**src/include/frame_pkg.sv**
```systemverilog
package frame_pkg;
	// Link timing
	localparam int unsigned CLOCK_HZ = 20000000;
	localparam int unsigned BAUD_RATE = 115200;
	localparam int unsigned BIT_CYCLES = CLOCK_HZ / BAUD_RATE;
	localparam int unsigned BITS_PER_CHAR = 10;
	// Framing bytes
	localparam logic [7:0] FLAG_BYTE = 8'h7E;
	localparam logic [7:0] ESCAPE_BYTE = 8'h7D;
	localparam logic [7:0] ESCAPE_MASK = 8'h20;
	// Check field arithmetic
	localparam logic [15:0] CRC_POLY_REFL = 16'hA001;
	localparam logic [15:0] CRC_INIT = 16'h0000;
	// Application identifiers
	localparam logic [7:0] APP_ID_CAN_RX = 8'h01;
	localparam logic [7:0] APP_ID_CAN_TX = 8'h02;
	localparam int unsigned EXT_ID_BIT = 29;
	// Buffer
	localparam int unsigned FIFO_DEPTH = 16;

	// One payload byte with its end-of-payload marker
	typedef struct packed {
		logic last;
		logic [7:0] data;
	} pay_word_s;

	typedef enum logic [2:0] {
		ST_IDLE = 3'b000,
		ST_OPEN = 3'b001,
		ST_BODY = 3'b010,
		ST_CRC_HI = 3'b011,
		ST_CRC_LO = 3'b100,
		ST_CLOSE = 3'b101
	} tx_state_e;
endpackage

```
**src/serial_frame_codec.sv**
```systemverilog
`timescale 1ns/1ps
module serial_frame_codec
	import frame_pkg::*;
#(
	parameter int FIFO_WORDS = FIFO_DEPTH
) (
	input wire logic clock,
	input wire logic sys_rst,
	input wire logic [7:0] pay_data,
	input wire logic pay_last,
	input wire logic pay_valid,
	output logic pay_ready,
	input wire logic can_powered,
	input wire logic boot_done,
	input wire logic usb_attached,
	output logic link_active,
	output logic serial_tx,
	output logic frame_sent
);
	initial begin
		if (BIT_CYCLES < 2)
			$error("clock too slow for the baud rate");
	end

	// CRC16 step, reflected form of 0x8005
	function automatic logic [15:0] crc_step(input logic [15:0] crc,
		input logic [7:0] din);
		logic [15:0] c;
		c = crc ^ {8'h00, din};
		for (int i = 0; i < 8; i++)
			c = c[0] ? ((c >> 1) ^ CRC_POLY_REFL) : (c >> 1);
		return c;
	endfunction

	function automatic logic needs_escape(input logic [7:0] b);
		return b == FLAG_BYTE || b == ESCAPE_BYTE;
	endfunction

	// Pin-side inputs through two flip-flops
	logic [1:0] pwr_sync_r, boot_sync_r, usb_sync_r;
	always_ff @(posedge clock or posedge sys_rst) begin
		if (sys_rst) begin
			pwr_sync_r <= 2'h0;
			boot_sync_r <= 2'h0;
			usb_sync_r <= 2'h0;
		end else begin
			pwr_sync_r <= {pwr_sync_r[0], can_powered};
			boot_sync_r <= {boot_sync_r[0], boot_done};
			usb_sync_r <= {usb_sync_r[0], usb_attached};
		end
	end

	// Activation: USB must arrive after boot on CAN supply; a cable present
	// at boot time means storage mode, so it never arms the link.
	logic seen_usb_before_r, seen_usb_before_nxt;
	logic active_r, active_nxt;
	always_comb begin
		seen_usb_before_nxt = seen_usb_before_r;
		if (!boot_sync_r[1] && usb_sync_r[1])
			seen_usb_before_nxt = 1'b1;
		active_nxt = pwr_sync_r[1] && boot_sync_r[1] && usb_sync_r[1] &&
			!seen_usb_before_r;
	end
	always_ff @(posedge clock or posedge sys_rst) begin
		if (sys_rst) begin
			seen_usb_before_r <= 1'b0;
			active_r <= 1'b0;
		end else begin
			seen_usb_before_r <= seen_usb_before_nxt;
			active_r <= active_nxt;
		end
	end
	assign link_active = active_r;

	// Payload buffer; its ready stalls the producer
	pay_word_s fifo_in, fifo_out;
	logic fifo_out_valid, fifo_pop;
	// Payload goes out byte-stuffed and in order: app id first, fields as given
	assign fifo_in = '{last: pay_last, data: pay_data};
	word_fifo #(.WIDTH($bits(pay_word_s)), .DEPTH(FIFO_WORDS)) u_fifo (
		.clock(clock),
		.sys_rst(sys_rst),
		.in_data(fifo_in),
		.in_valid(pay_valid),
		.in_ready(pay_ready),
		.out_data(fifo_out),
		.out_valid(fifo_out_valid),
		.out_ready(fifo_pop)
	);

	// Byte serialiser: 8N1, LSB first
	logic [9:0] sh_r, sh_nxt;
	logic [3:0] bit_cnt_r, bit_cnt_nxt;
	logic [15:0] baud_r, baud_nxt;
	logic busy_r, busy_nxt;
	logic tx_r, tx_nxt;
	logic load;
	logic [7:0] load_byte;
	always_comb begin
		sh_nxt = sh_r;
		bit_cnt_nxt = bit_cnt_r;
		baud_nxt = baud_r;
		busy_nxt = busy_r;
		tx_nxt = tx_r;
		if (load) begin
			sh_nxt = {1'b1, load_byte, 1'b0};
			bit_cnt_nxt = 4'(BITS_PER_CHAR - 1);
			baud_nxt = 16'(BIT_CYCLES - 1);
			busy_nxt = 1'b1;
			tx_nxt = 1'b0;
		end else if (busy_r) begin
			if (baud_r == 16'h0000) begin
				baud_nxt = 16'(BIT_CYCLES - 1);
				if (bit_cnt_r == 4'h0) begin
					busy_nxt = 1'b0;
					tx_nxt = 1'b1;
				end else begin
					sh_nxt = {1'b1, sh_r[9:1]};
					tx_nxt = sh_r[1];
					bit_cnt_nxt = bit_cnt_r - 4'h1;
				end
			end else begin
				baud_nxt = baud_r - 16'h0001;
			end
		end
	end
	always_ff @(posedge clock or posedge sys_rst) begin
		if (sys_rst) begin
			sh_r <= 10'h3FF;
			bit_cnt_r <= 4'h0;
			baud_r <= 16'h0000;
			busy_r <= 1'b0;
			tx_r <= 1'b1;
		end else begin
			sh_r <= sh_nxt;
			bit_cnt_r <= bit_cnt_nxt;
			baud_r <= baud_nxt;
			busy_r <= busy_nxt;
			tx_r <= tx_nxt;
		end
	end
	assign serial_tx = tx_r;

	// Framer: flag, stuffed payload, stuffed CRC high/low, flag
	tx_state_e st_r, st_nxt;
	logic [15:0] crc_r, crc_nxt;
	logic esc_pend_r, esc_pend_nxt;
	logic [7:0] esc_byte_r, esc_byte_nxt;
	logic sent_r, sent_nxt;
	logic [7:0] cur_byte;
	logic can_load;
	logic load_q_r;
	// One-cycle hold-off after a load so busy_r has settled before the next
	assign can_load = !busy_r && !load_q_r;
	always_ff @(posedge clock or posedge sys_rst) begin
		if (sys_rst)
			load_q_r <= 1'b0;
		else
			load_q_r <= load;
	end

	always_comb begin
		st_nxt = st_r;
		crc_nxt = crc_r;
		esc_pend_nxt = esc_pend_r;
		esc_byte_nxt = esc_byte_r;
		sent_nxt = 1'b0;
		load = 1'b0;
		load_byte = FLAG_BYTE;
		fifo_pop = 1'b0;
		cur_byte = 8'h00;
		case (st_r)
			ST_IDLE: begin
				if (active_r && fifo_out_valid && can_load) begin
					load = 1'b1;
					load_byte = FLAG_BYTE;
					crc_nxt = CRC_INIT;
					st_nxt = ST_BODY;
				end
			end
			ST_BODY, ST_CRC_HI, ST_CRC_LO: begin
				if (can_load && esc_pend_r) begin
					load = 1'b1;
					load_byte = esc_byte_r ^ ESCAPE_MASK;
					esc_pend_nxt = 1'b0;
				end else if (can_load && st_r == ST_BODY && fifo_out_valid) begin
					fifo_pop = 1'b1;
					cur_byte = fifo_out.data;
					crc_nxt = crc_step(crc_r, cur_byte);
					if (fifo_out.last)
						st_nxt = ST_CRC_HI;
				end else if (can_load && st_r == ST_CRC_HI) begin
					cur_byte = crc_r[15:8];
					st_nxt = ST_CRC_LO;
				end else if (can_load && st_r == ST_CRC_LO) begin
					cur_byte = crc_r[7:0];
					st_nxt = ST_CLOSE;
				end
				if (fifo_pop || (can_load && !esc_pend_r &&
					st_r != ST_BODY)) begin
					load = 1'b1;
					if (needs_escape(cur_byte)) begin
						load_byte = ESCAPE_BYTE;
						esc_pend_nxt = 1'b1;
						esc_byte_nxt = cur_byte;
					end else begin
						load_byte = cur_byte;
					end
				end
			end
			ST_CLOSE: begin
				if (can_load && esc_pend_r) begin
					load = 1'b1;
					load_byte = esc_byte_r ^ ESCAPE_MASK;
					esc_pend_nxt = 1'b0;
				end else if (can_load) begin
					load = 1'b1;
					load_byte = FLAG_BYTE;
					sent_nxt = 1'b1;
					st_nxt = ST_IDLE;
				end
			end
			default: st_nxt = ST_IDLE;
		endcase
	end
	always_ff @(posedge clock or posedge sys_rst) begin
		if (sys_rst) begin
			st_r <= ST_IDLE;
			crc_r <= CRC_INIT;
			esc_pend_r <= 1'b0;
			esc_byte_r <= 8'h00;
			sent_r <= 1'b0;
		end else begin
			st_r <= st_nxt;
			crc_r <= crc_nxt;
			esc_pend_r <= esc_pend_nxt;
			esc_byte_r <= esc_byte_nxt;
			sent_r <= sent_nxt;
		end
	end
	assign frame_sent = sent_r;

	// Checks
	a_esc_follows: assert property (@(posedge clock) disable iff (sys_rst)
		load && load_byte == ESCAPE_BYTE && st_r != ST_IDLE |=>
		esc_pend_r && needs_escape(esc_byte_r))
		else $error("escape byte not followed by a masked byte");
	a_no_inner_flag: assert property (@(posedge clock) disable iff (sys_rst)
		load && (st_r == ST_BODY || st_r == ST_CRC_HI || st_r == ST_CRC_LO)
		|-> load_byte != FLAG_BYTE)
		else $error("flag value inside a frame");
	a_open_flag: assert property (@(posedge clock) disable iff (sys_rst)
		st_r == ST_IDLE && load |-> load_byte == FLAG_BYTE)
		else $error("frame did not open with the flag");
	a_start_bit: assert property (@(posedge clock) disable iff (sys_rst)
		load |=> !serial_tx [*2])
		else $error("start bit too short");
	a_link_gate: assert property (@(posedge clock) disable iff (sys_rst)
		st_r == ST_IDLE && !active_r |-> !load)
		else $error("frame started while link inactive");
	a_crc_order: assert property (@(posedge clock) disable iff (sys_rst)
		st_r == ST_CRC_HI && st_nxt == ST_CRC_LO |-> cur_byte == crc_r[15:8])
		else $error("check field high byte not first");
	a_crc_fresh: assert property (@(posedge clock) disable iff (sys_rst)
		st_r == ST_IDLE && load |=> crc_r == CRC_INIT)
		else $error("check not cleared at frame start");
	a_sent_pulse: assert property (@(posedge clock) disable iff (sys_rst)
		frame_sent |=> !frame_sent)
		else $error("frame_sent longer than one cycle");
endmodule

```
**src/word_fifo.sv**
```systemverilog
`timescale 1ns/1ps
module word_fifo #(
	parameter int WIDTH = 9,
	parameter int DEPTH = 16
) (
	input wire logic clock,
	input wire logic sys_rst,
	input wire logic [WIDTH-1:0] in_data,
	input wire logic in_valid,
	output logic in_ready,
	output logic [WIDTH-1:0] out_data,
	output logic out_valid,
	input wire logic out_ready
);
	localparam int AW = $clog2(DEPTH);

	initial begin
		if (DEPTH < 2 || (1 << AW) != DEPTH)
			$error("word_fifo depth must be a power of two of at least 2");
	end

	logic [WIDTH-1:0] mem_r [DEPTH];
	logic [AW:0] wr_ptr_r, wr_ptr_nxt, rd_ptr_r, rd_ptr_nxt;
	logic push, pop;

	// Full when pointers differ only in the wrap bit
	assign in_ready = (wr_ptr_r[AW-1:0] != rd_ptr_r[AW-1:0]) ||
		(wr_ptr_r[AW] == rd_ptr_r[AW]);
	assign out_valid = wr_ptr_r != rd_ptr_r;
	assign out_data = mem_r[rd_ptr_r[AW-1:0]];
	assign push = in_valid && in_ready;
	assign pop = out_valid && out_ready;

	// Pointer next values
	always_comb begin
		wr_ptr_nxt = push ? wr_ptr_r + 1'b1 : wr_ptr_r;
		rd_ptr_nxt = pop ? rd_ptr_r + 1'b1 : rd_ptr_r;
	end

	// Storage and pointers
	always_ff @(posedge clock or posedge sys_rst) begin
		if (sys_rst) begin
			wr_ptr_r <= '0;
			rd_ptr_r <= '0;
		end else begin
			wr_ptr_r <= wr_ptr_nxt;
			rd_ptr_r <= rd_ptr_nxt;
		end
	end

	always_ff @(posedge clock) begin
		if (push)
			mem_r[wr_ptr_r[AW-1:0]] <= in_data;
	end

	a_no_overflow: assert property (@(posedge clock) disable iff (sys_rst)
		!in_ready |-> (wr_ptr_r - rd_ptr_r) == (AW+1)'(DEPTH))
		else $error("fifo refused a word while not full");
endmodule

```
**config.mk**
```make
export PLATFORM = sky130hd
export DESIGN_NAME = serial_frame_codec
export DESIGN_NICKNAME = d
export VERILOG_FILES = /design/src/include/frame_pkg.sv /design/src/serial_frame_codec.sv /design/src/word_fifo.sv
export SDC_FILE = /design/constraint.sdc
export NUM_CORES = 1
export LEC_CHECK = 0
export ABC_AREA = 1
export ABC_CLOCK_PERIOD_IN_PS = 4600
export BUFFER_PORTS_ARGS = -buffer_cell sky130_fd_sc_hd__buf_4
export CORE_MARGIN = 10
export CORE_UTILIZATION = 45
export DETAILED_ROUTE_END_ITERATION = 16
export MAX_ROUTING_LAYER = met4
export PLACE_DENSITY_LB_ADDON = 0.3
export SYNTH_ARGS = -nofsm -noshare
export SYNTH_HDL_FRONTEND = slang
export SYNTH_SLANG_ARGS = --single-unit
```
**constraint.sdc**
```tcl
create_clock -name clock -period 4.6 [get_ports clock]
set_clock_uncertainty 0.15 [all_clocks]
set_input_delay 0.23 -clock clock [delete_from_list [all_inputs] [get_ports clock]]
set_output_delay 0.23 -clock clock [all_outputs]
set_load 0.005 [all_outputs]
```
After elaboration in Yosys (flattened, before gate mapping) --
Memory sizes are Yosys's and may differ from the RTL's. Cells that the tools add are included.
Storage, ports and cells: register bits 80, latch bits 0, bits in writable memories 144, ROM bits 0, memories kept 1
Operators by class: $mul 0, divide/modulo/power cells 0, muxes and demuxes 67, add/sub/neg operators 4, shifts and indexed selects 0, eq/ne operators 18, bitwise logic cells 10, magnitude comparators 0, reduce and logical (&&, ||, !) cells 37
Memories:
- u_fifo.mem_r | words 16, bits a word 9, read ports 1, clocked after memory_dff 0, wr ports 1, line word_fifo.sv:22 | logic [WIDTH-1:0] mem_r [DEPTH];
Operators with widths (number):
- $mux 16 | 14
- $mux 8 | 8
- $mux 10 | 4
- $pmux 16 s2 | 1
- $mux 1 | 24
- $mux 3 | 8
- $not 2->3 | 8
- $eq 8x7->1 const B | 2
- $logic_and 1x1->1 | 16
- $logic_not 16->1 | 1
- $mux 4 | 4
- $pmux 8 s2 | 1
- $sub 16x1->16 const B | 1
- $xor 16x8->16 | 1
- $ne 2x2->1 const B | 6
- $add 5x1->5 const B | 2
- $pmux 3 s3 | 1
- $reduce_bool 2->1 | 4
- $eq 3x2->1 const B | 2
- $eq 3x3->1 const B | 2
- $reduce_and 3->1 | 2
- $reduce_and 6->1 | 1
- $logic_not 1->1 | 5
- $ne 5x5->1 | 1
- other kinds (15) | 17

Logic depth before layout (Yosys ltp) --
An unclocked memory read counts as a cell.
depth in word-level cells 21, gate-level depth with buffers 23

Hierarchy --
From an unflattened synthesis, not the netlist that was laid out.
Unflattened totals: cell total of the unflattened synthesis 1139, area, all modules 10622.7 um2
By module, submodules not included:
- word_fifo | cells an instance 612, times used 1, area each 6568.8 um2, sequential area each 4574.4 um2
- serial_frame_codec | cells an instance 527, times used 1, area each 4053.9 um2, sequential area each 1712.9 um2

Least setup slack after synthesis --
OpenSTA, ideal clock, no wires.
path type register to register, from reg u_fifo.rd_ptr_r[1], to reg bit_cnt_r[0], path buffers 2, data required time 4325 ps, clock period less this slack 2242 ps, cell stages (with the launch flop) 16, setup slack 2358 ps, arrival 1967 ps, cells stage by stage dfrtp_1 > buf_2 > xor2_1 > nor2_1 > nand3_2 > nand2_4 > inv_4 > nand2_8 > nand2_4 > o211ai_2 > nand2_4 > inv_2 > o31ai_2 > buf_4 > o21ai_0 > o21ai_1
On the way: word-level cells in the longest chain between the ends 10
RTL lines:
- start: declaration | line word_fifo.sv:23 | logic [AW:0] wr_ptr_r, wr_ptr_nxt, rd_ptr_r, rd_ptr_nxt;
- start signal: assignment | line word_fifo.sv:47 | rd_ptr_r <= rd_ptr_nxt;
- $ne 5x5->1 (*) | line word_fifo.sv:29 | assign out_valid = wr_ptr_r != rd_ptr_r;
- $logic_and 1x1->1 | line serial_frame_codec.sv:186 | end else if (can_load && st_r == ST_BODY && fifo_out_valid) begin
- $mux 1 | line serial_frame_codec.sv:186
- $mux 1 | line serial_frame_codec.sv:182 | if (can_load && esc_pend_r) begin
- $mux 1 | line serial_frame_codec.sv:172 | case (st_r)
- $logic_or 1x1->1 | line serial_frame_codec.sv:199 | if (fifo_pop || (can_load && !esc_pend_r &&
- $mux 1 | line serial_frame_codec.sv:199
- $pmux 1 s3 (*) | line serial_frame_codec.sv:172
- $ne 2x2->1 (no line) / $reduce_bool 2->1 (equally long branches)
- $reduce_and 3->1 (no line)
- end signal: assignment | line serial_frame_codec.sv:136 | bit_cnt_r <= bit_cnt_nxt;
- end: declaration | line serial_frame_codec.sv:93 | logic [3:0] bit_cnt_r, bit_cnt_nxt;
Mark *: on every way between the ends. The rest lies on a longest branch, timed or not. The select of a mux whose other input is x is not followed. A chain may end at the register's enable or synchronous reset.

Worst setup path in the final report --
from reg u_fifo.rd_ptr_r[0], to reg sh_r[1]
On the way: word-level cells in the longest chain between the ends 11
RTL lines:
- parallel branches: the longest is 11 deep, another holds $mem_v2 16x9
- end signal: assignment | line serial_frame_codec.sv:135 | sh_r <= sh_nxt;
- end: declaration | line serial_frame_codec.sv:92 | logic [9:0] sh_r, sh_nxt;
Several ways; the timed one is not identified. The select of a mux whose other input is x is not followed.

==> impl_metrics.sql <==
INSERT INTO impl_metrics (metric_group, metric, value, unit) VALUES
('power_and_ir_drop', 'vdd.ir_drop.worst', '0.348', 'mV'),
('sta', 'worstMarginPinSlew', '1.07', 'ns'),
('global_route', 'pin_count_of_the_biggest_net_entering_global_routing', '65', ''),
('synth', 'synthFlopType', 'edfxtp_1', ''),
('synth', 'sequential_fraction_of_the_synthesis_area', '0.598', ''),
('place', 'detailedPlace.worstSlack', '1.43', 'ns'),
('route', 'viasPerCell', '5.24', ''),
('route', 'detail_route.wirelength', '24300', 'microns'),
('cells_and_area', 'design.final.nets', '1161', ''),
('sta', 'fin_crit_sh', '0.710', ''),
('place', 'place.detailed.instances', '1409', ''),
('place', 'io_buffer_count', '18', ''),
('synth', 'synth_nets', '1132', ''),
('floorplan', 'fp-row-count', '55', ''),
('status', 'status', 'finished clean', ''),
('clock_network', 'postCtsSetupBuffers', '0', ''),
('clock_network', 'clock_tree.root_cell', 'clkbuf_16', ''),
('clock_network', 'maximum_level_of_the_cts_h_tree', '1', ''),
('clock_network', 'clkSlewWorstSetupHoldPaths', '0.06', 'ns'),
('clock_network', 'cts_buffers', '25', ''),
('worst_setup_path', 'end_kind', 'register', ''),
('route', 'drt.antenna.violating_nets', '0', ''),
('synth', 'yosys_register_bits', '222', ''),
('place', 'dpl.hpwl', '15700', 'microns'),
('sta', 'finalSetupViolations', '0', ''),
('global_route', 'track_usage', '0.164', ''),
('route', 'dr_iter_0_viols', '726', ''),
('clock_network', 'clock_path_buffers', '3', ''),
('hold_path', 'min_delay_path_class', 'in2reg', ''),
('sta', 'min_period', '3.27', 'ns'),
('sta', 'timing.setup.tns', '0', 'ns'),
('route', 'post_drt_wl_per_cell', '16.6', 'microns'),
('synth', 'syn_avg_cell_area', '9.48', 'sq um'),
('sta', 'max_clock_freq', '306', 'MHz'),
('synth', 'syn_inst', '1108', ''),
('worst_setup_path', 'timing.critical_path.required', '4.92', 'ns'),
('floorplan', 'starting_density', '0.461', ''),
('cells_and_area', 'n_antenna_cell', '0', ''),
('floorplan', 'io_pins', '19', ''),
('sta', 'hold_viol_final', '0', ''),
('cells_and_area', 'drive_above_1_share', '0.107', ''),
('global_route', 'first_global_vias', '7288', ''),
('clock_network', 'cts.repair.resized', '0', ''),
('sta', 'rsz_0062_raised_after_global_routing', 'no', ''),
('route', 'vias', '7696', ''),
('global_route', 'antenna_violations_before_repair', '0', ''),
('synth', 'synth-async-reset-ratio', '0.351', ''),
('floorplan', 'core', '22800', 'sq um'),
('route', 'detail_route.drc_violations', '0', ''),
('sta', 'postLayoutSetupSlackWorst', '1.33', 'ns'),
('cells_and_area', 'layout.cells.most_common', 'nand2_1', ''),
('global_route', 'overflow', '0', ''),
('cells_and_area', 'synthToLayoutAreaGrowth', '12.9', '%'),
('sta', 'maxSlewViolCount', '0', ''),
('worst_setup_path', 'setup.worst_path.class', 'reg2reg', ''),
('route', 'drt_first_pass_iters', '5', ''),
('worst_setup_path', 'crit_path_start_kind', 'register', ''),
('place', 'finalWeightedCongestion', '0.918', ''),
('synth', 'netlist_area', '10500', 'sq um'),
('synth', 'synth.distinct_cells', '49', ''),
('power_and_ir_drop', 'p_per_cell_area', '615', 'nW/um^2'),
('floorplan', 'floorplan.die_area', '29900', 'sq um'),
('floorplan', 'die_span_x', '173', 'microns'),
('worst_setup_path', 'largest_fanout_on_the_critical_path', '64', ''),
('job', 'drv.max_cap_violation_count', '0', ''),
('cells_and_area', 'layout.cells.most_common_list', 'nand2_1, edfxtp_1, nor2_1', ''),
('clock_network', 'insertion_delay', '0.54', 'ns'),
('cells_and_area', 'post_layout_nonfiller_instances', '1469', ''),
('global_route', 'grt_first_pass_wirelength', '39100', 'microns'),
('power_and_ir_drop', 'power.leakage', '0.00501', 'uW'),
('clock_network', 'tritoncts_num_sinks', '222', ''),
('synth', 'synth_edf_count', '144', ''),
('floorplan', 'die_height', '173', 'microns'),
('clock_network', 'cts_tree', 'built', ''),
('worst_setup_path', 'cp.arrival', '3.58', 'ns'),
('synth', 'count_of_warnings_emitted_by_yosys', '0', ''),
('sta', 'worst_slew_margin_rel', '0.284', ''),
('clock_network', 'number_of_buffers_added_to_fix_hold_violations_after_cts', '14', '');
==> flip-flops by register name, summed over array words and instances (netlist names) <==
register / count
baud_r: 16
bit_cnt_r: 4
boot_sync_r: 2
busy_r: 1
crc_r: 16
esc_byte_r: 8
esc_pend_r: 1
frame_sent: 1
link_active: 1
load_q_r: 1
pwr_sync_r: 2
seen_usb_before_r: 1
serial_tx: 1
sh_r: 8
st_r: 3
u_fifo.mem_r: 144
u_fifo.rd_ptr_r: 5
u_fifo.wr_ptr_r: 5
usb_sync_r: 2
==> path summary, 6_finish.rpt <==
check	slack (ns)	endpoint	cells past startpoint	from
max	1.33	sh_r[1]$_DFFE_PP1P_	17	u_fifo.rd_ptr_r[0]$_DFFE_PP0P_
min	0.19	boot_sync_r[0]$_DFF_PP0_	2	boot_done
max reg2reg	1.33	sh_r[1]$_DFFE_PP1P_	17	u_fifo.rd_ptr_r[0]$_DFFE_PP0P_
min reg2reg	0.21	pwr_sync_r[1]$_DFF_PP0_	0	pwr_sync_r[0]$_DFF_PP0_
max in group asynchronous	3.09	u_fifo.rd_ptr_r[0]$_DFFE_PP0P_	4	sys_rst
min in group asynchronous	0.30	u_fifo.wr_ptr_r[0]$_DFFE_PP0P_	3	sys_rst
==> critical path: stages (launching register included) <==
cell and delay, ns:
dfrtp_2 0.62, buf_4 0.61, nand2_1 0.14, nand3_1 0.13
nand2_1 0.06, nand2_1 0.05, nand2_1 0.11, inv_2 0.08
nand2_1 0.09, a21oi_1 0.28, nand3_1 0.18, nor3_2 0.16
nand3_2 0.18, nand2_1 0.10, nand2_1 0.07, nand3_1 0.07
nand2_1 0.05, inv_1 0.05
==> cells in the mapped netlist (2+ instances only) <==
master    count  area (sq um)
buf_2        20           100
inv_2        16          60.1
o211ai_1      5          37.5
nand3b_1      3          22.5
nand3_2       8          80.1
nand2_4       3          33.8
dfrtp_1      69          1730
nor3_1       10          50.1
a21oi_1      28           140
nor2_2        2          12.5
or2_1         3          18.8
edfxtp_1    144          4320
clkinv_1      2          7.51
clkbuf_1      2          7.51
o41ai_1       2          17.5
ha_1          9           113
xnor2_1       3          26.3
nand4_1       9          56.3
a22o_1        2          17.5
nand2_2       4          25.0
nor2_1      104           390
nand3_1      96           480
buf_4         6          45.0
xor2_1       18           158
o22ai_1      17           106
dfstp_2       9           236
inv_1        94           353
buf_6         8          90.1
nor2_4        3          33.8
or2_2         2          12.5
a22oi_1       2          15.0
o21ai_0      49           245
o21ai_1      18          90.1
nor3_2        3          30.0
o21ai_2       2          17.5
nand2_1     320          1200
==> layer usage <==
layer / part of all wire / track usage / routed length [microns]
met1: 0.44 / 0.216 / 10700
met2: 0.47 / 0.261 / 11600
met3: 0.060 / 0.0192 / 1450
met4: 0.026 / 0.0499 / 633
met5: 0 / - / 0
==> through the flow <==
stage	area, sq um	util	hold WS [ns]	power (uW)
6_report	11900	0.521	0.189	7290
4_1_cts	11900	0.521	0.171	7320
5_1_grt	11900	0.521	0.192	7780
3_5_place_dp	10900	0.477	0.190	5210
2_1_floorplan	10500	-	0.111	4650
3_3_place_gp	10900	0.477	0.186	5170
==> where the power goes <==
group,internal [uW],switching (uW),total [uW]
Clock,1280,813,2090
Sequential,2480,247,2730
Combinational,770,1700,2470
Total,4530,2760,7290
==> layout make-up <==
cell class	instances	area (sq um)
fillers	2044	10900
flip-flops and latches	222	6290
multi-input cells	736	3550
clock buffers	34	689
inverters	113	428
well taps	313	392
repair buffers	39	340
clock inverters	12	175
==> kinds of logic (layout without fill, tap and decap cells) <==
group                    after synthesis  count (layout)  synth area share
buffers and inverters                150             198            0.0641
AO/OA/AOI/OAI                        132             132            0.0714
XOR/XNOR                              21              21            0.0175
adder cells (fa/ha/maj)                9               9            0.0107
flip-flops                           222             222             0.598
AND/OR/NAND/NOR                      574             574             0.238
Power figures use the tool's default switching activity.
